## config.mk

```make
export PLATFORM = sky130hd
export DESIGN_NAME = fpu_branch_decoder
export DESIGN_NICKNAME = d
export VERILOG_FILES = /design/src/hw/fpu_dec_pkg.sv /design/src/hw/fp_format_check.sv /design/src/hw/fpu_branch_decoder.sv
export SDC_FILE = /design/constraint.sdc
export NUM_CORES = 1
export LEC_CHECK = 0
export ABC_CLOCK_PERIOD_IN_PS = 4600
export BUFFER_PORTS_ARGS = -buffer_cell sky130_fd_sc_hd__buf_2
export CAP_MARGIN = 10
export CORE_AREA = 10 10 235 237
export DETAILED_ROUTE_END_ITERATION = 8
export DIE_AREA = 0 0 245 247
export PLACE_DENSITY = 0.65
export RECOVER_POWER = 25
export SLEW_MARGIN = 20
export SYNTH_ARGS = -nofsm -noshare
export SYNTH_HDL_FRONTEND = slang
export SYNTH_SLANG_ARGS = --single-unit
```

## constraint.sdc

```tcl
create_clock -name SYS_CLK -period 4.6 [get_ports SYS_CLK]
set_input_delay 0.46 -clock SYS_CLK [delete_from_list [all_inputs] [get_ports SYS_CLK]]
set_output_delay 0.46 -clock SYS_CLK [all_outputs]
set_load 0.03 [all_outputs]
```

## src/hw/fpu_dec_pkg.sv

```systemverilog
// shared encodings, register map and carrier types of the fp decoder
// assumes 32-bit instruction words and a 32-bit axi4-lite register bus
package fpu_dec_pkg;
  // ----------------------------------------------------------------
  // instruction encodings
  // ----------------------------------------------------------------
  localparam logic [5:0] OPC_FP_COPROC_OPCODE = 6'h11;
  localparam logic [4:0] SUB_BC = 5'h08;
  localparam logic [4:0] FMT_S = 5'h10;
  localparam logic [4:0] FMT_D = 5'h11;
  localparam logic [4:0] FMT_W = 5'h14;
  localparam logic [4:0] FMT_L = 5'h15;
  localparam logic [4:0] FT_ZERO = 5'h00;
  localparam logic [2:0] SEL_ZERO = 3'h0;
  localparam logic [5:0] FN_ADD = 6'h00;
  localparam logic [5:0] FN_SUB = 6'h01;
  localparam logic [5:0] FN_DIV = 6'h03;
  localparam logic [5:0] FN_SQRT = 6'h04;
  localparam logic [5:0] FN_ABS = 6'h05;
  localparam logic [5:0] FN_MOV = 6'h06;
  localparam logic [5:0] FN_NEG = 6'h07;
  localparam logic [5:0] FN_ROUND_L = 6'h08;
  localparam logic [5:0] FN_TRUNC_L = 6'h09;
  localparam logic [5:0] FN_CEIL_L = 6'h0A;
  localparam logic [5:0] FN_FLOOR_L = 6'h0B;
  localparam logic [5:0] FN_ROUND_W = 6'h0C;
  localparam logic [5:0] FN_TRUNC_W = 6'h0D;
  localparam logic [5:0] FN_CEIL_W = 6'h0E;
  localparam logic [5:0] FN_FLOOR_W = 6'h0F;
  localparam logic [5:0] FN_MOVCF = 6'h11;
  localparam logic [5:0] FN_MOVZ = 6'h12;
  localparam logic [5:0] FN_MOVN = 6'h13;
  localparam logic [5:0] FN_RECIP = 6'h15;
  localparam logic [5:0] FN_RSQRT = 6'h16;
  localparam logic [5:0] FN_CONVERT_TO_SINGLE_OP = 6'h20;
  localparam logic [5:0] FN_CONVERT_TO_DOUBLE_OP = 6'h21;
  localparam logic [5:0] FN_CVT_W = 6'h24;
  localparam logic [5:0] FN_CVT_L = 6'h25;
  localparam logic [5:0] FN_CMP_MASK = 6'h30;
  localparam logic [31:0] INSTR_BYTES = 32'h4;
  localparam int COND_W = 8;
  // ----------------------------------------------------------------
  // enumerations
  // ----------------------------------------------------------------
  typedef enum logic [1:0] {LVL_I = 2'h0, LVL_II = 2'h1, LVL_III = 2'h2,
                            LVL_IV = 2'h3} isa_level_t;
  typedef enum logic [2:0] {EXC_NONE = 3'h0, EXC_COP_UNUSABLE = 3'h1,
                            EXC_RESERVED = 3'h2, EXC_UNIMPL = 3'h3,
                            EXC_INVALID = 3'h4, EXC_OVERFLOW = 3'h5,
                            EXC_UNDERFLOW = 3'h6, EXC_INEXACT = 3'h7} exc_t;
  localparam int FLG_INX = 0;
  localparam int FLG_UNF = 1;
  localparam int FLG_OVF = 2;
  localparam int FLG_INV = 3;
  // ----------------------------------------------------------------
  // carrier types
  // ----------------------------------------------------------------
  typedef struct packed {
    logic [5:0] opc; logic [4:0] fmt; logic [4:0] ft;
    logic [4:0] fs; logic [4:0] fd; logic [5:0] funct;
  } arith_fields_t;
  typedef struct packed {
    logic [5:0] opc; logic [4:0] sub; logic [2:0] sel;
    logic nd; logic tf; logic [15:0] offset;
  } branch_fields_t;
  typedef struct packed {
    logic [3:0] trap_en; logic [1:0] round_mode; logic usable; isa_level_t level;
  } ctrl_t;
  localparam int CTRL_W = $bits(ctrl_t);
  localparam ctrl_t CTRL_RST = '{trap_en: 4'h0, round_mode: 2'h0, usable: 1'b1,
                                 level: LVL_IV};
  // ----------------------------------------------------------------
  // register map
  // ----------------------------------------------------------------
  localparam logic [11:0] REG_CTRL = 12'h000;
  localparam logic [11:0] REG_COND = 12'h004;
  localparam logic [11:0] REG_STATUS = 12'h008;
  localparam logic [COND_W-1:0] COND_RST = 8'h00;
  localparam logic [1:0] RESP_OKAY = 2'h0;
  localparam logic [1:0] RESP_SLVERR = 2'h2;
endpackage : fpu_dec_pkg

```

## src/hw/fp_format_check.sv

```systemverilog
// operand format legality of each fp operation
// assumes the caller has already picked out a non-branch coprocessor word
module fp_format_check (
  // decoded fields
  input wire logic [4:0] fmt,
  input wire logic [5:0] funct,
  // verdict
  output logic known,
  output logic legal
);
  logic src_fp;
  logic src_fix;
  assign src_fp = (fmt == fpu_dec_pkg::FMT_S) | (fmt == fpu_dec_pkg::FMT_D);
  assign src_fix = (fmt == fpu_dec_pkg::FMT_W) | (fmt == fpu_dec_pkg::FMT_L);

  always_comb begin
    known = 1'b1;
    legal = 1'b0;
    if ((funct & fpu_dec_pkg::FN_CMP_MASK) == fpu_dec_pkg::FN_CMP_MASK) begin
      legal = src_fp;
    end else begin
      case (funct)
        fpu_dec_pkg::FN_ABS, fpu_dec_pkg::FN_ADD, fpu_dec_pkg::FN_SUB,
        fpu_dec_pkg::FN_DIV, fpu_dec_pkg::FN_SQRT, fpu_dec_pkg::FN_MOV,
        fpu_dec_pkg::FN_NEG, fpu_dec_pkg::FN_MOVCF, fpu_dec_pkg::FN_MOVZ,
        fpu_dec_pkg::FN_MOVN, fpu_dec_pkg::FN_RECIP, fpu_dec_pkg::FN_RSQRT: begin
          legal = src_fp;
        end
        fpu_dec_pkg::FN_ROUND_L, fpu_dec_pkg::FN_TRUNC_L, fpu_dec_pkg::FN_CEIL_L,
        fpu_dec_pkg::FN_FLOOR_L, fpu_dec_pkg::FN_ROUND_W, fpu_dec_pkg::FN_TRUNC_W,
        fpu_dec_pkg::FN_CEIL_W, fpu_dec_pkg::FN_FLOOR_W, fpu_dec_pkg::FN_CVT_W,
        fpu_dec_pkg::FN_CVT_L: begin
          legal = src_fp;
        end
        fpu_dec_pkg::FN_CONVERT_TO_DOUBLE_OP: begin
          legal = (fmt == fpu_dec_pkg::FMT_S) | src_fix;
        end
        fpu_dec_pkg::FN_CONVERT_TO_SINGLE_OP: begin
          legal = (fmt == fpu_dec_pkg::FMT_D) | src_fix;
        end
        default: begin
          known = 1'b0;
        end
      endcase
    end
  end
endmodule : fp_format_check

```

## src/hw/fpu_branch_decoder.sv

```systemverilog
// fp coprocessor decoder: format checks, magnitude, add hand-off, fp branch
// assumes a host pipeline on SYS_CLK and an external add datapath
//
// Overview of operation
// - arithmetic ops take single/double only, else unimplemented
// - fixed-point conversions reject fixed-point sources
// - to-double rejects double, to-single rejects single
// - magnitude op decoded, clears sign into destination
// - magnitude of NaN signals invalid operation
// - add sums sources with current rounding mode
// - add may raise seven listed exceptions
// - wrong-format operand gives undefined result
// - branch decoded with selector, nullify and sense bits
// - target is delay-slot address plus shifted offset
// - matching condition runs slot then redirects
// - likely variant nullifies slot when not taken
// - level four tests selected bit of eight
// - lower levels use condition from previous instruction
// - no interlock; back-to-back branch sees stale condition
// - branch raises only unusable, reserved, unimplemented
// - format field decodes single, double, word, long
// - exactly one delay slot before redirection
// - unsupported formats report unimplemented operation
//
// Implementation choices: the AXI4-Lite register port and the register addresses.
module fpu_branch_decoder #(
  parameter int TRAP_CNT_W = 8
) (
  // clock and reset
  input wire logic SYS_CLK,
  input wire logic RSTN,
  // axi4-lite register slave
  input wire logic AWVALID,
  output logic AWREADY,
  input wire logic [11:0] AWADDR,
  input wire logic WVALID,
  output logic WREADY,
  input wire logic [31:0] WDATA,
  input wire logic [3:0] WSTRB,
  output logic BVALID,
  input wire logic BREADY,
  output logic [1:0] BRESP,
  input wire logic ARVALID,
  output logic ARREADY,
  input wire logic [11:0] ARADDR,
  output logic RVALID,
  input wire logic RREADY,
  output logic [31:0] RDATA,
  output logic [1:0] RRESP,
  // instruction issue
  input wire logic ISSUE_VALID,
  output logic ISSUE_READY,
  input wire logic [31:0] ISSUE_INSTR,
  input wire logic [31:0] ISSUE_PC,
  input wire logic [63:0] SRC_A,
  input wire logic [63:0] SRC_B,
  // compare results
  input wire logic CMP_VALID,
  input wire logic [2:0] CMP_SEL,
  input wire logic CMP_RESULT,
  // add datapath
  output logic ADD_REQ,
  output logic ADD_DOUBLE,
  output logic [1:0] ROUND_MODE,
  output logic [63:0] ADD_A,
  output logic [63:0] ADD_B,
  input wire logic ARITH_DONE,
  input wire logic [63:0] ARITH_RESULT,
  input wire logic [3:0] ARITH_FLAGS,
  // completion
  output logic DONE,
  output logic EXC_VALID,
  output logic [2:0] EXC_CAUSE,
  output logic DEST_WE,
  output logic [4:0] DEST_REG,
  output logic [63:0] DEST_DATA,
  output logic BR_VALID,
  output logic BR_TAKEN,
  output logic [31:0] BR_TARGET,
  output logic NULLIFY_SLOT,
  output logic COND_SIGNAL
);
  typedef enum logic [1:0] {ST_IDLE = 2'h0, ST_ADD = 2'h1} state_t;

  // ----------------------------------------------------------------
  // decode
  // ----------------------------------------------------------------
  fpu_dec_pkg::arith_fields_t af;
  fpu_dec_pkg::branch_fields_t bf;
  fpu_dec_pkg::ctrl_t ctrl_q;
  fpu_dec_pkg::exc_t exc_d;
  fpu_dec_pkg::exc_t flag_exc;
  state_t state_q;
  logic [fpu_dec_pkg::COND_W-1:0] fcc_q;
  logic c0_prev_q;
  logic known;
  logic legal;
  assign af = fpu_dec_pkg::arith_fields_t'(ISSUE_INSTR);
  assign bf = fpu_dec_pkg::branch_fields_t'(ISSUE_INSTR);

  fp_format_check u_fmt (
    .fmt(af.fmt),
    .funct(af.funct),
    .known(known),
    .legal(legal)
  );

  wire logic issue_fire = ISSUE_VALID & ISSUE_READY;
  wire logic is_fp_coproc_opcode = af.opc == fpu_dec_pkg::OPC_FP_COPROC_OPCODE;
  wire logic is_bc = is_fp_coproc_opcode & (bf.sub == fpu_dec_pkg::SUB_BC);
  wire logic is_op = is_fp_coproc_opcode & ~is_bc;
  wire logic is_abs = is_op & (af.funct == fpu_dec_pkg::FN_ABS);
  wire logic is_add = is_op & (af.funct == fpu_dec_pkg::FN_ADD);
  wire logic is_dbl = af.fmt == fpu_dec_pkg::FMT_D;
  wire logic lvl4 = ctrl_q.level == fpu_dec_pkg::LVL_IV;
  wire logic lvl1 = ctrl_q.level == fpu_dec_pkg::LVL_I;
  // selector must be zero below level four; likely forms need level two
  wire logic bc_bad = is_bc & ((~lvl4 & (bf.sel != fpu_dec_pkg::SEL_ZERO))
                               | (bf.nd & lvl1));
  wire logic op_bad = is_op & (~known | (is_abs & (af.ft != fpu_dec_pkg::FT_ZERO)));
  wire logic nan_s = (&SRC_A[30:23]) & (|SRC_A[22:0]);
  wire logic nan_d = (&SRC_A[62:52]) & (|SRC_A[51:0]);
  wire logic abs_nan = is_abs & (is_dbl ? nan_d : nan_s);
  wire logic [63:0] sign_mask = is_dbl ? 64'h8000000000000000 : 64'h0000000080000000;
  // clearing only the sign keeps NaN payloads and wrong-format data as is
  wire logic [63:0] abs_val = SRC_A & ~sign_mask;

  // priority: opcode, then usability, then encoding, then format, then data
  assign exc_d = ~is_fp_coproc_opcode ? fpu_dec_pkg::EXC_RESERVED
               : ~ctrl_q.usable ? fpu_dec_pkg::EXC_COP_UNUSABLE
               : (bc_bad | op_bad) ? fpu_dec_pkg::EXC_RESERVED
               : (is_op & ~legal) ? fpu_dec_pkg::EXC_UNIMPL
               : (abs_nan & ctrl_q.trap_en[fpu_dec_pkg::FLG_INV])
                 ? fpu_dec_pkg::EXC_INVALID : fpu_dec_pkg::EXC_NONE;
  wire logic ok = exc_d == fpu_dec_pkg::EXC_NONE;

  // ----------------------------------------------------------------
  // branch evaluation
  // ----------------------------------------------------------------
  // lower levels test the condition as it stood one instruction earlier
  wire logic cond_bit = lvl4 ? fcc_q[bf.sel] : c0_prev_q;
  wire logic taken = cond_bit == bf.tf;
  wire logic [31:0] off_ext = 32'(signed'({bf.offset, 2'b00}));
  wire logic [31:0] target = ISSUE_PC + fpu_dec_pkg::INSTR_BYTES + off_ext;
  wire logic br_ok = issue_fire & is_bc & ok;

  // ----------------------------------------------------------------
  // add hand-off
  // ----------------------------------------------------------------
  wire logic start_add = issue_fire & is_add & ok;
  wire logic add_back = (state_q == ST_ADD) & ARITH_DONE;
  wire logic [3:0] trap_flags = ARITH_FLAGS & ctrl_q.trap_en;
  assign flag_exc = trap_flags[fpu_dec_pkg::FLG_INV] ? fpu_dec_pkg::EXC_INVALID
                  : trap_flags[fpu_dec_pkg::FLG_OVF] ? fpu_dec_pkg::EXC_OVERFLOW
                  : trap_flags[fpu_dec_pkg::FLG_UNF] ? fpu_dec_pkg::EXC_UNDERFLOW
                  : trap_flags[fpu_dec_pkg::FLG_INX] ? fpu_dec_pkg::EXC_INEXACT
                  : fpu_dec_pkg::EXC_NONE;
  logic [4:0] add_dest_q;
  state_t state_d;
  always_comb begin
    case (state_q)
      ST_IDLE: state_d = start_add ? ST_ADD : ST_IDLE;
      ST_ADD: state_d = ARITH_DONE ? ST_IDLE : ST_ADD;
      default: state_d = ST_IDLE;
    endcase
  end

  always_ff @(posedge SYS_CLK or negedge RSTN) begin
    if (!RSTN) begin
      state_q <= ST_IDLE;
      ISSUE_READY <= 1'b1;
      ADD_REQ <= 1'b0;
    end else begin
      state_q <= state_d;
      ISSUE_READY <= state_d == ST_IDLE;
      ADD_REQ <= start_add;
    end
  end

  always_ff @(posedge SYS_CLK or negedge RSTN) begin
    if (!RSTN) begin
      ADD_DOUBLE <= 1'b0;
      ROUND_MODE <= 2'h0;
      ADD_A <= 64'h0;
      ADD_B <= 64'h0;
      add_dest_q <= 5'h00;
    end else if (start_add) begin
      ADD_DOUBLE <= is_dbl;
      ROUND_MODE <= ctrl_q.round_mode;
      ADD_A <= SRC_A;
      ADD_B <= SRC_B;
      add_dest_q <= af.fd;
    end
  end

  // ----------------------------------------------------------------
  // completion
  // ----------------------------------------------------------------
  wire logic fin = (issue_fire & ~start_add) | add_back;
  fpu_dec_pkg::exc_t fin_exc;
  assign fin_exc = add_back ? flag_exc : exc_d;
  wire logic trap = fin & (fin_exc != fpu_dec_pkg::EXC_NONE);
  // a trapping instruction never writes its destination
  wire logic fin_we = add_back ? ~trap : (issue_fire & is_abs & ok);

  always_ff @(posedge SYS_CLK or negedge RSTN) begin
    if (!RSTN) begin
      DONE <= 1'b0;
      EXC_VALID <= 1'b0;
      EXC_CAUSE <= fpu_dec_pkg::EXC_NONE;
      DEST_WE <= 1'b0;
      DEST_REG <= 5'h00;
      DEST_DATA <= 64'h0;
    end else begin
      DONE <= fin;
      EXC_VALID <= trap;
      EXC_CAUSE <= fin ? fin_exc : fpu_dec_pkg::EXC_NONE;
      DEST_WE <= fin_we;
      DEST_REG <= add_back ? add_dest_q : af.fd;
      DEST_DATA <= add_back ? ARITH_RESULT : abs_val;
    end
  end

  // the slot itself is the host's next issue; only the redirect is ours
  always_ff @(posedge SYS_CLK or negedge RSTN) begin
    if (!RSTN) begin
      BR_VALID <= 1'b0;
      BR_TAKEN <= 1'b0;
      BR_TARGET <= 32'h0;
      NULLIFY_SLOT <= 1'b0;
    end else begin
      BR_VALID <= br_ok;
      BR_TAKEN <= br_ok & taken;
      BR_TARGET <= target;
      NULLIFY_SLOT <= br_ok & ~taken & bf.nd;
    end
  end

  // ----------------------------------------------------------------
  // condition bits
  // ----------------------------------------------------------------
  logic have_aw_q;
  logic have_w_q;
  logic [11:0] awaddr_q;
  logic [31:0] wdata_q;
  logic [3:0] wstrb_q;
  wire logic wr_go = have_aw_q & have_w_q & ~BVALID;
  wire logic [31:0] lane_m = {{8{wstrb_q[3]}}, {8{wstrb_q[2]}}, {8{wstrb_q[1]}},
                              {8{wstrb_q[0]}}};
  wire logic [31:0] ctrl_word = 32'(ctrl_q);
  wire logic [31:0] cond_word = 32'(fcc_q);
  wire logic [31:0] ctrl_mrg = (ctrl_word & ~lane_m) | (wdata_q & lane_m);
  wire logic [31:0] cond_mrg = (cond_word & ~lane_m) | (wdata_q & lane_m);
  wire logic wr_ctrl = wr_go & (awaddr_q == fpu_dec_pkg::REG_CTRL);
  wire logic wr_cond = wr_go & (awaddr_q == fpu_dec_pkg::REG_COND);
  wire logic [2:0] cmp_idx = lvl4 ? CMP_SEL : fpu_dec_pkg::SEL_ZERO;
  logic [fpu_dec_pkg::COND_W-1:0] fcc_d;
  always_comb begin
    fcc_d = wr_cond ? cond_mrg[fpu_dec_pkg::COND_W-1:0] : fcc_q;
    // a compare landing with a software write wins its bit
    if (CMP_VALID) begin
      fcc_d[cmp_idx] = CMP_RESULT;
    end
  end

  always_ff @(posedge SYS_CLK or negedge RSTN) begin
    if (!RSTN) begin
      fcc_q <= fpu_dec_pkg::COND_RST;
      c0_prev_q <= 1'b0;
    end else begin
      fcc_q <= fcc_d;
      if (issue_fire) begin
        c0_prev_q <= fcc_q[0];
      end
    end
  end
  assign COND_SIGNAL = fcc_q[0];

  // ----------------------------------------------------------------
  // register slave
  // ----------------------------------------------------------------
  logic [TRAP_CNT_W-1:0] trap_cnt_q;
  fpu_dec_pkg::exc_t last_exc_q;
  wire logic aw_fire = AWVALID & AWREADY;
  wire logic w_fire = WVALID & WREADY;
  wire logic b_fire = BVALID & BREADY;
  wire logic ar_fire = ARVALID & ARREADY;
  wire logic wr_mapped = (awaddr_q == fpu_dec_pkg::REG_CTRL)
                       | (awaddr_q == fpu_dec_pkg::REG_COND)
                       | (awaddr_q == fpu_dec_pkg::REG_STATUS);
  wire logic rd_status = ARADDR == fpu_dec_pkg::REG_STATUS;
  wire logic rd_mapped = (ARADDR == fpu_dec_pkg::REG_CTRL)
                       | (ARADDR == fpu_dec_pkg::REG_COND) | rd_status;
  wire logic [31:0] status_word = 32'({trap_cnt_q, 5'h00, last_exc_q});
  wire logic [31:0] rd_word = (ARADDR == fpu_dec_pkg::REG_CTRL) ? ctrl_word
                            : (ARADDR == fpu_dec_pkg::REG_COND) ? cond_word
                            : rd_status ? status_word : 32'h0;

  always_ff @(posedge SYS_CLK or negedge RSTN) begin
    if (!RSTN) begin
      AWREADY <= 1'b1;
      WREADY <= 1'b1;
      have_aw_q <= 1'b0;
      have_w_q <= 1'b0;
      BVALID <= 1'b0;
      BRESP <= fpu_dec_pkg::RESP_OKAY;
    end else begin
      AWREADY <= b_fire | (AWREADY & ~aw_fire);
      WREADY <= b_fire | (WREADY & ~w_fire);
      have_aw_q <= aw_fire | (have_aw_q & ~wr_go);
      have_w_q <= w_fire | (have_w_q & ~wr_go);
      BVALID <= wr_go | (BVALID & ~BREADY);
      if (wr_go) begin
        BRESP <= wr_mapped ? fpu_dec_pkg::RESP_OKAY : fpu_dec_pkg::RESP_SLVERR;
      end
    end
  end

  always_ff @(posedge SYS_CLK or negedge RSTN) begin
    if (!RSTN) begin
      awaddr_q <= 12'h000;
      wdata_q <= 32'h0;
      wstrb_q <= 4'h0;
    end else begin
      if (aw_fire) begin
        awaddr_q <= AWADDR;
      end
      if (w_fire) begin
        wdata_q <= WDATA;
        wstrb_q <= WSTRB;
      end
    end
  end

  always_ff @(posedge SYS_CLK or negedge RSTN) begin
    if (!RSTN) begin
      ARREADY <= 1'b1;
      RVALID <= 1'b0;
      RDATA <= 32'h0;
      RRESP <= fpu_dec_pkg::RESP_OKAY;
    end else begin
      ARREADY <= (RVALID & RREADY) | (ARREADY & ~ar_fire);
      RVALID <= ar_fire | (RVALID & ~RREADY);
      if (ar_fire) begin
        RDATA <= rd_word;
        RRESP <= rd_mapped ? fpu_dec_pkg::RESP_OKAY : fpu_dec_pkg::RESP_SLVERR;
      end
    end
  end

  always_ff @(posedge SYS_CLK or negedge RSTN) begin
    if (!RSTN) begin
      ctrl_q <= fpu_dec_pkg::CTRL_RST;
      trap_cnt_q <= '0;
      last_exc_q <= fpu_dec_pkg::EXC_NONE;
    end else begin
      if (wr_ctrl) begin
        ctrl_q <= fpu_dec_pkg::ctrl_t'(ctrl_mrg[fpu_dec_pkg::CTRL_W-1:0]);
      end
      if (trap) begin
        trap_cnt_q <= trap_cnt_q + 1'b1;
        last_exc_q <= fin_exc;
      end
    end
  end
endmodule : fpu_branch_decoder

```

# Word level (Yosys, flattened, before mapping)
# Index checks and enable logic that the tools add are counted.
[totals] wordCells=221 input_bits=334 ff_bits=345 out_inout_bits=285
[op_classes] n_bitwise=85 n_lt_le_gt_ge=3 eq_ne=37 n_mux=37 add_sub_neg=3 n_reduce_logical=17
[op_table] operator="$mux 64" n=2
[op_table] operator="$and 64x64->64" n=1
[op_table] operator="$not 64->64" n=1
[op_table] operator="$reduce_or 52->1" n=1
[op_table] operator="$eq 6x4->1 const B" n=8
[op_table] operator="$mux 16" n=3
[op_table] operator="$and 1x1->1" n=43
[op_table] operator="$eq 6x5->1 const B" n=6
[op_table] operator="$mux 3" n=12
[op_table] operator="$add 32x3->32 const B" n=1
[op_table] operator="$add 32x32->32" n=1
[op_table] operator="$eq 12x3->1 const B" n=2
[op_table] operator="$eq 12x4->1 const B" n=2
[op_table] operator="$eq 6x3->1 const B" n=4
[op_table] operator="$eq 6x6->1 const B" n=4
[op_table] operator="$logic_not 12->1" n=2
[op_table] operator="$reduce_or 24->1" n=1
[op_table] operator="$reduce_or 23->1" n=1
[op_table] operator="$reduce_or 22->1" n=1
[op_table] operator="$eq 5x5->1 const B" n=4
[op_table] operator="$or 1x1->1" n=19
[op_table] operator="$and 9x9->9" n=2
[op_table] operator="$mux 8" n=2
[op_table] operator="$not 1->1" n=14
[op_table] operator="30 further kinds" n=45

# Depth between registers and ports, before layout
# Gate-level depths: netlist of the first run.
[logic_depth] ltp_word=20 depth_mapped=14 ltp_nobuf=14

# Cells and area by module
# From an unflattened synthesis of the first run, not the netlist that was laid out.
[hier_totals] cells_unflattened=1256 area_unflattened_um2=14624.0
[by_module_without_submodules] module="fpu_branch_decoder" cells_each=1239 area_per_inst_um2=14517.7 n_inst=1 seq_area_each_um2=8166.6
[by_module_without_submodules] module="fp_format_check" cells_each=17 area_per_inst_um2=106.4 n_inst=1 seq_area_each_um2=0.0

# Least setup slack after synthesis of the first run
# Ideal clock, no wire load.
[synth_timing] path_type="input to register" from="input ISSUE_INSTR[8]" to="register BR_TARGET[31]" n_path_buf=1 t_required_ns=4.520 setup_slack_ns=1.555 arrival_time_ns=2.965 path_stages=12 path_cell_list="ha_1 ha_1 clkbuf_1 and4_1 a31o_2 a21oi_1 o211ai_1 a221oi_1 o21ai_0 a31o_2 a21oi_1 xnor2_1"
[synth_between] elab_chain_len=1
[synth_lines] element="from (decl)" line_no="fpu_branch_decoder.sv:53" source="input wire logic [31:0] ISSUE_INSTR,"
[synth_lines] element="$add 32x32->32" line_no="fpu_branch_decoder.sv:144" source="wire logic [31:0] target = ISSUE_PC + fpu_dec_pkg::INSTR_BYTES + off_ext;"
[synth_lines] element="net target[31]" line_no="fpu_branch_decoder.sv:144"
[synth_lines] element="to (signal assigned)" line_no="fpu_branch_decoder.sv:234" source="BR_TARGET <= target;"
[synth_lines] element="to (decl)" line_no="fpu_branch_decoder.sv:79" source="output logic [31:0] BR_TARGET,"
# The timed path passes the listed nets, and every way through them passes these cells.
# A chain may end at the register's enable or synchronous reset.

# Worst setup path after layout of the first run
[layout_timing] from="input ISSUE_INSTR[29]" to="register ADD_B[58]"
[layout_between] elab_chain_len=14 word_cells_on_any_way=22
[layout_lines] element="$eq 6x5->1 *" line_no="fpu_branch_decoder.sv:109" source="wire logic is_fp_coproc_opcode = af.opc == fpu_dec_pkg::OPC_FP_COPROC_OPCODE;"
[layout_lines] element="$and 1x1->1" line_no="fpu_branch_decoder.sv:110" source="wire logic is_bc = is_fp_coproc_opcode & (bf.sub == fpu_dec_pkg::SUB_BC);"
[layout_lines] element="$not 1->1" line_no="fpu_branch_decoder.sv:111" source="wire logic is_op = is_fp_coproc_opcode & ~is_bc;"
[layout_lines] element="$and 1x1->1" line_no="fpu_branch_decoder.sv:111"
[layout_lines] element="$and 1x1->1" line_no="fpu_branch_decoder.sv:112" source="wire logic is_abs = is_op & (af.funct == fpu_dec_pkg::FN_ABS);"
[layout_lines] element="$and 1x1->1, on equally long branches" line_no="fpu_branch_decoder.sv:120, fpu_branch_decoder.sv:123"
[layout_lines] element="$or 1x1->1 / $and 1x1->1 (equally long branches)" line_no="fpu_branch_decoder.sv:120, fpu_branch_decoder.sv:133"
[layout_lines] element="$and 1x1->1 / $mux 3 (equally long branches)" line_no="fpu_branch_decoder.sv:120, fpu_branch_decoder.sv:134"
[layout_lines] element="$or 1x1->1 / $mux 3 (equally long branches)" line_no="fpu_branch_decoder.sv:131, fpu_branch_decoder.sv:132"
[layout_lines] element="$mux 3" line_no="fpu_branch_decoder.sv:131" source=": (bc_bad | op_bad) ? fpu_dec_pkg::EXC_RESERVED"
[layout_lines] element="$mux 3" line_no="fpu_branch_decoder.sv:130" source=": ~ctrl_q.usable ? fpu_dec_pkg::EXC_COP_UNUSABLE"
[layout_lines] element="$mux 3" line_no="fpu_branch_decoder.sv:129" source="assign exc_d = ~is_fp_coproc_opcode ? fpu_dec_pkg::EXC_RESERVED"
[layout_lines] element="$logic_not 3->1" line_no="fpu_branch_decoder.sv:135" source="wire logic ok = exc_d == fpu_dec_pkg::EXC_NONE;"
[layout_lines] element="$and 1x1->1 *" line_no="fpu_branch_decoder.sv:150" source="wire logic start_add = issue_fire & is_add & ok;"
[layout_lines] element="to (signal assigned)" line_no="fpu_branch_decoder.sv:185" source="ADD_B <= 64'h0;"
[layout_lines] element="to (signal assigned)" line_no="fpu_branch_decoder.sv:191" source="ADD_B <= SRC_B;"
[layout_lines] element="to (decl)" line_no="fpu_branch_decoder.sv:66" source="output logic [63:0] ADD_B,"
# Mark *: on every way between the ends. The rest lies on a longest branch, timed or not.

==> impl_metrics.json, run 1 <==
{
  "flip_flop_cell_with_the_highest_count_after_synthesis": "dfrtp_1",
  "path_type_of_the_worst_setup_path": "in2reg",
  "post_synth_edffs": 0,
  "totalNegativeSetupSlack_ns": 0,
  "drt_iter0_markers": 548,
  "maxSlewViolCount": 100,
  "holdCritPathClass": "in2reg",
  "total_leakage_power_nw": 10.7,
  "fin_skew_ns": 0.0218,
  "reg2reg_depth": 10,
  "worstSetupEndpointType": "flip-flop",
  "final_nets": 2210,
  "boundaryPins": 619,
  "nature_of_the_critical_path_startpoint": "input pin",
  "netlist_area_sq_um": 15000,
  "leading_cell_type_in_the_layout_fill_and_taps_excluded": "buf_2",
  "grt.total_usage_pct": 16.5,
  "h_tree_depth": 2,
  "synthArstFlopShare_pct": 100,
  "clkSinkCount": 326,
  "hold_violations": 0,
  "core_area_sq_um": 50700,
  "vdd_ir_drop_max_v": 0.000354,
  "post-route-drc-count": 0,
  "ant_nets": 0,
  "crit_required_ns": 5.02,
  "layout_setup_ws_ns": 1.31,
  "worstHoldEndpoint": "WREADY",
  "cts_tree": "built",
  "io_buffers": 575,
  "cap_viol_max_count": 1,
  "largest_net_degree_at_the_start_of_global_routing": 107,
  "post-cts-setup-buffer-count": 0,
  "ctsRootBufferMaster": "clkbuf_16",
  "clock_latency_ns": 0.54,
  "crit_path_max_fanout": 20,
  "detail_route.wl_per_cell_um": 20.7,
  "cts_made_buffers": 37,
  "area.growth.synth_to_final_pct": 32.4,
  "synthesized_area_per_cell_sq_um": 12.2,
  "ys_types": 68,
  "globalRoute.totalOverflow": 0,
  "failed_checks": "capacitance limit, slew limit",
  "grt_pass1_vias": 12373,
  "finalCoreUtilization_pct": 39.2,
  "drive_gt1_share_pct": 41.7,
  "seq_area_frac_synth_pct": 54.5,
  "detailedPlacementHpwl_um": 42200,
  "cts-root-to-sink-buffers": 3,
  "hold-path-cell-count": 2,
  "yosysWarningCount": 0,
  "ys_ff_latch": 326,
  "timing.max_slew.rel_slack_pct": -68.5,
  "period_minus_slack_ns": 3.29,
  "drt-pass1-iter-count": 5,
  "min_period_over_period_pct": 71.6,
  "grt_setup_unrepaired": "no",
  "initial_utilization_pct": 29.6,
  "placementRows": 83,
  "setup-violations-final": 0,
  "die-height_um": 247,
  "clkTransAtPathRegs_ns": 0.06,
  "vias_per_cell": 4.62,
  "outcome": "finished with violations",
  "achievable-frequency_mhz": 304,
  "worst-slew-pin-transition_ns": 2.53,
  "die_width_um": 245,
  "antenna_found_initial": 14,
  "full_die_area_sq_um": 60500,
  "grt_first_pass_wirelength_um": 77800,
  "multi_input_comb_area_sq_um": 6420,
  "power.density_cell_area_nw_per_um2": 391,
  "final_cell_mix": "buf_2 (501), dfrtp_1 (319), nand2_1 (260)",
  "timing.critical_path.arrival_ns": 3.71,
  "route.final.wire_length_um": 52500,
  "vias": 11693,
  "worst_hold_startpoint": "WVALID",
  "finalWeightedCongestion": 0.862,
  "ff_latch_area_sq_um": 8170,
  "r2r_slack_ns": 1.63,
  "total_power_w": 0.00776,
  "netlist_instances": 1231,
  "post-place-ws_ns": 0.709,
  "worstReg2RegEnd": "ADD_B[58]",
  "fill_cells": 4993
}
-- critical path: stages --
cell	delay, ns
buf_2	0.11
or4b_4	0.58
nor3b_4	0.34
nor4b_1	0.36
buf_4	0.19
o221ai_1	0.20
nor4b_2	0.25
nand3_1	0.13
or2_4	0.25
buf_12	0.22
buf_12	0.21
mux2_2	0.35
-- cells by family (layout without fill, tap and decap cells) --
group                    count (synthesis)  after routing  synth area share, %
AND/OR/NAND/NOR                        397            397                 12.0
flip-flops                             326            326                 54.5
multiplexers                           188            188                 17.1
AO/OA/AOI/OAI                          139            139                 6.05
buffers and inverters                   84            678                 3.26
adder cells (fa/ha/maj)                 59             59                 4.97
XOR/XNOR                                37             37                 2.16
other                                    1             28               0.0250
-- through the flow --
step | hold WS, ns | area [sq um] | std cells
6_report | 0.0908 | 19900 | 2532
5_1_grt | 0.0884 | 19800 | 2529
4_1_cts | 0.0458 | 19900 | 2522
3_5_place_dp | 0.456 | 18600 | 2455
3_3_place_gp | 0.459 | 18600 | 2455
2_1_floorplan | 0.164 | 15100 | 1248
-- synth_stat cells (14+ instances only) --
| cell type | count | share of area (%) |
|---|---|---|
| nor4_1 | 18 | 0.75 |
| ha_1 | 58 | 4.8 |
| dfrtp_1 | 319 | 53 |
| buf_6 | 14 | 1.1 |
| nor3_1 | 15 | 0.50 |
| o21ai_0 | 35 | 1.2 |
| mux2_4 | 118 | 12 |
| nand3_1 | 15 | 0.50 |
| inv_1 | 19 | 0.48 |
| mux2i_1 | 17 | 1.1 |
| nand2_1 | 260 | 6.5 |
| xnor2_1 | 25 | 1.5 |
| nor2_1 | 27 | 0.68 |
| clkbuf_1 | 25 | 0.63 |
| a21oi_1 | 34 | 1.1 |
| buf_4 | 18 | 0.90 |
| mux2_2 | 51 | 3.8 |
-- power breakdown --
group	switching [W]	internal (W)
combinational	0.000816	0.000482
clock	0.00119	0.00195
sequential	0.000172	0.00315
-- metal layers --
metal	track usage [%]	vias to the layer above	routed length [um]
met5	0	-	22
met4	4.95	4	1090
met3	4.98	71	4010
met2	28.5	413	26500
met1	19.5	5757	20900
li1	-	5448	-
-- layout make-up --
class                      instances  share of cell area, %
clock inverter                    14                   1.20
tap                              680                   4.29
timing repair buffer             594                   15.2
inverter                          20                  0.378
clock buffer                      50                   5.32
multi-input combinational        838                   32.3
antenna                           10                  0.126
sequential                       326                   41.1
-- how the worst max path moves through the flow --
stage | start | to | slack, ns | cells after the start
4_1_cts | ISSUE_INSTR[29] | ADD_B[50] | 1.28 | 12
3_3_place_gp | ISSUE_INSTR[29] | ADD_B[55] | 0.79 | 12
6_report | ISSUE_INSTR[29] | ADD_B[58] | 1.31 | 12
5_1_grt | RSTN | BR_TARGET[21] | 1.01 | 3
2_1_floorplan | ISSUE_INSTR[8] | BR_TARGET[31] | 1.55 | 12
3_5_place_dp | ISSUE_INSTR[29] | ADD_B[56] | 0.71 | 12
-- flip-flops by register name, summed over array words and instances, names as in the netlist, 2 cells and up, named ones only --
| register | count |
|---|---|
| last_exc_q | 3 |
| EXC_CAUSE | 3 |
| DEST_REG | 5 |
| trap_cnt_q | 8 |
| wstrb_q | 2 |
| ADD_A | 64 |
| add_dest_q | 5 |
| fcc_q | 8 |
| wdata_q | 9 |
| BR_TARGET | 32 |
| ADD_B | 64 |
| awaddr_q | 12 |
| RDATA | 16 |
| ROUND_MODE | 2 |
| DEST_DATA | 64 |
-- what timing repair did --
item | CTS | global route
hold buffers | 3 | 0
hold endpoints to repair | 100 | 0
gates resized for setup | 0 | 0
No activity file was read; power rests on OpenSTA's default activity.
==> run 2, diff against run 1 <==
--- a/config.mk
+++ b/config.mk
@@ -5,7 +5,8 @@
 export SDC_FILE = /design/constraint.sdc
 export NUM_CORES = 1
 export LEC_CHECK = 0
-export ABC_CLOCK_PERIOD_IN_PS = 4600
+export ABC_AREA = 1
+export ABC_CLOCK_PERIOD_IN_PS = 3400
 export BUFFER_PORTS_ARGS = -buffer_cell sky130_fd_sc_hd__buf_2
 export CAP_MARGIN = 10
 export CORE_AREA = 10 10 235 237
==> constraint.sdc (replaced) <==
create_clock -name SYS_CLK -period 3.4 [get_ports SYS_CLK]
set_input_delay 0.34 -clock SYS_CLK [delete_from_list [all_inputs] [get_ports SYS_CLK]]
set_output_delay 0.34 -clock SYS_CLK [all_outputs]
set_load 0.03 [all_outputs]
==> run 2 against run 1 <==
Against the previous run: the flow still finishes with violations (capacitance limit, slew limit); synthesized cell count up 34%; setup slack got worse by 0.70 ns; first-iteration DRC count grew 68%; register-to-register slack got worse by 0.81 ns; power is 38% higher.
==> impl_metrics.json, run 2 <==
{
  "outcome": "finished with violations",
  "failed_checks": "capacitance limit, slew limit",
  "final_cell_mix": "buf_2 (570), nand2_1 (493), dfrtp_1 (319)",
  "nature_of_the_critical_path_startpoint": "input pin",
  "vias_per_cell": 4.59,
  "post-route-drc-count": 0,
  "yosysWarningCount": 0,
  "synthArstFlopShare_pct": 100,
  "cap_viol_max_count": 1,
  "synthesized_area_per_cell_sq_um": 9.07,
  "core_area_sq_um": 50700,
  "final_area_sq_um": 20900,
  "route.final.wire_length_um": 55500,
  "critical_path.startpoint": "RSTN",
  "netlist_top_cells_area": "dfrtp_1 (53%), nand2_1 (12%), o21ai_0 (5.5%)",
  "post-cts-setup-buffer-count": 0,
  "reg.largest.list": "ADD_A (64), ADD_B (64), DEST_DATA (64)",
  "detail_route.wl_per_cell_um": 18.2,
  "yosysTopAreaCell": "dfrtp_1",
  "setup-violations-final": 0,
  "ys_top_cells_by_count": "nand2_1 (493), dfrtp_1 (319), inv_1 (166)",
  "clkTransAtPathRegs_ns": 0.06,
  "ys_types": 51,
  "globalRoute.totalOverflow": 0,
  "crit_path_max_fanout": 71,
  "ctsRootBufferMaster": "clkbuf_16",
  "drive_gt1_share_pct": 30.0,
  "achievable-frequency_mhz": 358,
  "clock_latency_ns": 0.54,
  "r2r_slack_ns": 0.82,
  "leading_cell_type_in_the_layout_fill_and_taps_excluded": "buf_2",
  "drt-pass1-iter-count": 5,
  "fin_skew_ns": 0.0126,
  "cts-root-to-sink-buffers": 3,
  "totalNegativeSetupSlack_ns": 0,
  "cts_made_buffers": 38,
  "min_period_over_period_pct": 82.2,
  "worst-slew-pin-transition_ns": 2.08,
  "full_die_area_sq_um": 60500,
  "hold_violations": 0,
  "grt_pass1_vias": 14524,
  "maxSlewViolCount": 70,
  "worstSetupEndpointType": "async pin",
  "seq_area_frac_synth_pct": 54.7,
  "power.density_cell_area_nw_per_um2": 513,
  "final_nets": 2729,
  "ys_ff_latch": 326,
  "grt_setup_unrepaired": "no",
  "hold-path-cell-count": 3,
  "period_minus_slack_ns": 2.79,
  "netlist_area_sq_um": 14900,
  "drt_iter0_markers": 920,
  "io_buffers": 575,
  "grt.total_usage_pct": 17.6,
  "initial_utilization_pct": 29.4,
  "die_width_um": 245,
  "placed_area_sq_um": 18500,
  "post_synth_edffs": 0,
  "detailedPlacementHpwl_um": 43600,
  "total_leakage_power_nw": 11.2,
  "ant_nets": 0,
  "h_tree_depth": 2,
  "finalWeightedCongestion": 0.888,
  "die-height_um": 247,
  "flip_flop_cell_with_the_highest_count_after_synthesis": "dfrtp_1",
  "timing.max_slew.rel_slack_pct": -38.5,
  "path_type_of_the_worst_setup_path": "in2async",
  "clkSinkCount": 326,
  "cts_tree": "built",
  "area.growth.synth_to_final_pct": 40.1,
  "largest_net_degree_at_the_start_of_global_routing": 133,
  "vdd_ir_drop_max_v": 0.000413,
  "holdCritPathClass": "in2reg",
  "cts_resized": 0,
  "netlist_instances": 1646,
  "boundaryPins": 619,
  "placementRows": 83,
  "timing.critical_path.arrival_ns": 3.37,
  "vias": 14002,
  "worst_hold_startpoint": "SRC_B[24]",
  "crit_required_ns": 3.97,
  "worstHoldEndpoint": "ADD_B[24]",
  "yosys_top_cell_area_share_pct": 53.5,
  "grt_first_pass_wirelength_um": 84500,
  "reg2reg_depth": 12,
  "antenna_found_initial": 10,
  "hold_buffers": 109,
  "worstReg2RegEnd": "ADD_A[15]",
  "synth.most_common_cell": "nand2_1"
}
[run 2: cell count changes after synthesis, moves of 9 or more]
cell,change
nor2_1,+50
o21ai_2,+11
a21oi_1,+17
nand2_1,+233
inv_1,+147
mux2_4,-118
o21ai_0,+128
o21ai_1,+15
xnor2_1,-14
a21o_1,-9
mux2_2,-37
xor2_1,+12
nand3_1,+36
mux2i_1,-16
[run 2: stage by stage]
stage                     hold WS, ns  setup WS, ns  util, %  cells  power, W
after floorplan                0.0444         0.902        -   1663   0.00566
after global placement          0.371         0.210     36.6   2867   0.00642
after detailed placement        0.378         0.159     36.6   2867   0.00647
after CTS                    0.000644         0.564     41.3   3045    0.0109
after global routing           0.0193         0.221     41.3   3051    0.0112
final                          0.0363         0.606     41.3   3052    0.0107
[run 2: cells by family after synthesis]
kind of cell	synth area share [%]
muxes	1.12
DFF	54.7
xor gates and xnor gates	2.05
other	0.0251
buffers and inverters	7.60
adders and majority gates	5.00
AOI/OAI and AO/OA	10.9
and+or+nand+nor	18.6
[run 2: worst max-delay path, cell delays in order]
cell and delay, ns:
dlygate4sd3_1 0.52, clkbuf_2 1.45, clkbuf_4 0.95
[run 2: worst max-delay path by stage]
stage	depth (start not counted)	slack, ns	endpoint
after floorplan	13	0.90	BR_TARGET[21]
after global placement	15	0.21	ADD_A[32]
after detailed placement	15	0.16	ADD_A[31]
after CTS	12	0.56	ADD_A[15]
after global routing	3	0.22	ADD_A[19]
final	3	0.61	ADD_A[16]
[run 2: routing by layer]
metal | GRT usage, % | part of all wire (%) | vias to the layer above
met1 | 19.9 | 39 | 6611
met5 | 0 | 0.022 | -
met4 | 6.78 | 3.3 | 2
met2 | 30.8 | 50 | 584
li1 | - | - | 6696
met3 | 5.14 | 8.1 | 109
[run 2: cell type report]
class | count | area (sq um)
Clock buffer | 50 | 1100
Sequential cell | 326 | 8170
Multi-Input combinational cell | 1093 | 5690
Inverter | 170 | 639
Fill cell | 5030 | 29800
Timing Repair Buffer | 707 | 4240
Clock inverter | 19 | 204
Tap cell | 680 | 851
Antenna cell | 7 | 17.5
[run 2: report_power, final]
group	internal, W	total (W)	leakage (nW)	switching [W]
logic	0.000724	0.00204	6.40	0.00131
registers	0.00426	0.00445	4.16	0.000189
clock network	0.00258	0.00425	0.650	0.00167
total	0.00757	0.0107	11.2	0.00317
==> run 3, diff against run 2 <==
--- a/config.mk
+++ b/config.mk
@@ -5,8 +5,8 @@
 export SDC_FILE = /design/constraint.sdc
 export NUM_CORES = 1
 export LEC_CHECK = 0
-export ABC_AREA = 1
-export ABC_CLOCK_PERIOD_IN_PS = 3400
+export ABC_AREA = 0
+export ABC_CLOCK_PERIOD_IN_PS = 2800
 export BUFFER_PORTS_ARGS = -buffer_cell sky130_fd_sc_hd__buf_2
 export CAP_MARGIN = 10
 export CORE_AREA = 10 10 235 237
==> constraint.sdc (replaced) <==
create_clock -name SYS_CLK -period 2.8 [get_ports SYS_CLK]
set_input_delay 0.28 -clock SYS_CLK [delete_from_list [all_inputs] [get_ports SYS_CLK]]
set_output_delay 0.28 -clock SYS_CLK [all_outputs]
set_load 0.03 [all_outputs]
==> run 3 against run 2 <==
Against the previous run: critical path depth increased by 9; critical endpoint is now ADD_B[0]; cell area grew 11%; die area is the same; largest power group unchanged; the run still ends with capacitance limit, slew limit left; sequential share of layout area down 3.8 points; combinational power is 28% higher; global-route usage is 2.3 points higher; clock skew is 0.014 ns higher; setup slack worse by 0.48 ns.
==> impl_metrics.json, run 3 (synthesized netlist as in run 1, its figures left out) <==
{
  "outcome": "finished with violations",
  "failed_checks": "capacitance limit, slew limit",
  "grt_most_used_layer": "met2",
  "finalCoreUtilization_pct": 45.7,
  "vdd_ir_drop_max_v": 0.000479,
  "power.density_cell_area_nw_per_um2": 582,
  "switching_share_of_total_power_pct": 28.5,
  "critical_path.startpoint": "SRC_A[40]",
  "ant_nets": 0,
  "h_tree_depth": 2,
  "fin_skew_ns": 0.0264,
  "vias": 13558,
  "die-height_um": 247,
  "die_width_um": 245,
  "path_type_of_the_worst_setup_path": "in2reg",
  "global_route.usage.met3_pct": 5.46,
  "worst-slew-pin-transition_ns": 1.97,
  "timing.critical_path.arrival_ns": 3.09,
  "crit_end": "ADD_B[0]",
  "cellInternalPower_w": 0.00964,
  "crit_required_ns": 3.22,
  "hold_violations": 0,
  "achievable-frequency_mhz": 374,
  "drt-pass1-iter-count": 5,
  "drt_iter0_markers": 622,
  "met2_usage_pct": 34.2,
  "vias_per_cell": 4.70,
  "cts_tree": "built",
  "maxSlewViolCount": 67,
  "period_minus_slack_ns": 2.67,
  "ctsRootBufferMaster": "clkbuf_16",
  "largest_net_degree_at_the_start_of_global_routing": 72,
  "cts_made_buffers": 38,
  "seq_power_share_pct": 40.5,
  "cap_viol_max_count": 1,
  "grt_setup_unrepaired": "no",
  "switching_power_w": 0.00385,
  "worstReg2RegEnd": "ADD_B[0]",
  "grt_pass1_vias": 14924,
  "initial_utilization_pct": 29.6,
  "grt_first_pass_wirelength_um": 92600,
  "detailedPlacementHpwl_um": 47200,
  "crit_path_max_fanout": 25,
  "antenna_found_initial": 19,
  "final_nets": 2554,
  "p_clk_share_pct": 40.1,
  "cts-root-to-sink-buffers": 3,
  "post-place-ws_ns": -0.490,
  "worstSetupEndpointType": "flip-flop",
  "detail_route.wl_per_cell_um": 21.9,
  "clock_latency_ns": 0.55,
  "min_period_over_period_pct": 95.4,
  "power_frac_comb_pct": 19.4,
  "route.final.wire_length_um": 63000,
  "io_buffers": 575,
  "holdCritPathClass": "in2reg",
  "drive_gt1_share_pct": 44.5,
  "clkSinkCount": 326,
  "timing.max_slew.rel_slack_pct": -31.2,
  "core_area_sq_um": 50700,
  "setup-violations-final": 0,
  "finalWeightedCongestion": 0.871,
  "placementRows": 83,
  "boundaryPins": 619,
  "layout_setup_ws_ns": 0.129,
  "totalNegativeSetupSlack_ns": 0,
  "globalRoute.totalOverflow": 0,
  "reg2reg_depth": 10,
  "grt.total_usage_pct": 19.9,
  "total_leakage_power_nw": 12.4,
  "leading_cell_type_in_the_layout_fill_and_taps_excluded": "buf_2",
  "reg.largest.list": "ADD_A (64), ADD_B (64), DEST_DATA (64)",
  "nature_of_the_critical_path_startpoint": "input pin",
  "final_cell_mix": "buf_2 (571), dfrtp_1 (319), nand2_1 (259)",
  "post-route-drc-count": 0,
  "groute.layer.met1.usage_pct": 22.5,
  "r2r_slack_ns": 0.21,
  "full_die_area_sq_um": 60500,
  "area.growth.synth_to_final_pct": 54.6,
  "clkTransAtPathRegs_ns": 0.06
}
[run 3: cell types whose count changed in the layout (fill, tap and decap cells not counted), sizes merged, moves of 12 or more]
cell         before  now
nand2           497  261
mux2             14  169
xnor2            11   25
nor2             81   27
dlygate4sd3     109  222
a21oi            52   35
buf             590  703
xor2             24   12
o21ai           189   35
mux2i             1   17
inv             169   20
nand3            54   15
[run 3: through the flow]
stage	total power, W	hold slack (ns)	cell area, sq um	instances
6_report	0.0135	0.0412	23200	2884
5_1_grt	0.0141	0.0102	23200	2884
2_1_floorplan	0.00679	-0.0156	15100	1248
3_3_place_gp	0.00782	0.296	19500	2576
4_1_cts	0.0136	0.00166	23100	2866
3_5_place_dp	0.00789	0.299	19500	2576
[run 3: how the worst min path moves through the flow]
stage | startpoint | endpoint | cells past startpoint
5_1_grt | SRC_A[24] | DEST_DATA[24] | 3
6_report | SRC_A[38] | DEST_DATA[38] | 3
2_1_floorplan | RSTN | ADD_A[0] | 0
3_3_place_gp | RSTN | DEST_DATA[46] | 1
3_5_place_dp | RSTN | ADD_A[42] | 1
4_1_cts | SRC_A[57] | ADD_A[57] | 2
[run 3: critical path, cell delays in order]
cell,delay [ns]
dlygate4sd3_1,0.55
buf_2,0.16
nor2_1,0.11
and4_2,0.33
a21oi_1,0.12
o221ai_2,0.19
nor4b_4,0.28
nand3_2,0.12
or2_4,0.27
buf_12,0.16
buf_12,0.18
mux2_4,0.31
[run 3: final cells by class]
| class | instances | area (sq um) |
|---|---|---|
| flip-flops and latches | 326 | 8170 |
| fillers | 4600 | 27500 |
| clock inverters | 17 | 273 |
| diodes | 15 | 37.5 |
| inverters | 20 | 75.1 |
| repair buffers | 937 | 6210 |
| clock buffers | 51 | 1090 |
| multi-input cells | 838 | 6470 |
| well taps | 680 | 851 |
[run 3: power groups by stage]
stage	logic, W	clock network (W)	registers (W)
2_1_floorplan	0.000894	0	0.00589
3_3_place_gp	0.00230	0	0.00552
3_5_place_dp	0.00235	0	0.00554
4_1_cts	0.00263	0.00552	0.00546
5_1_grt	0.00285	0.00570	0.00551
6_report	0.00262	0.00541	0.00546
[run 3: routing by layer]
metal / up-vias / share of wire (%)
li1: 6130 / -
met1: 6671 / 38
met2: 602 / 50
met3: 151 / 7.4
met4: 4 / 4.5
met5: - / 0.043
[run 3: timing repair]
item	CTS	global route
endpoints found under the setup margin	0	132
hold buffers	222	0
resized for setup	0	8
hold endpoints to repair	245	0
setup buffers	0	3
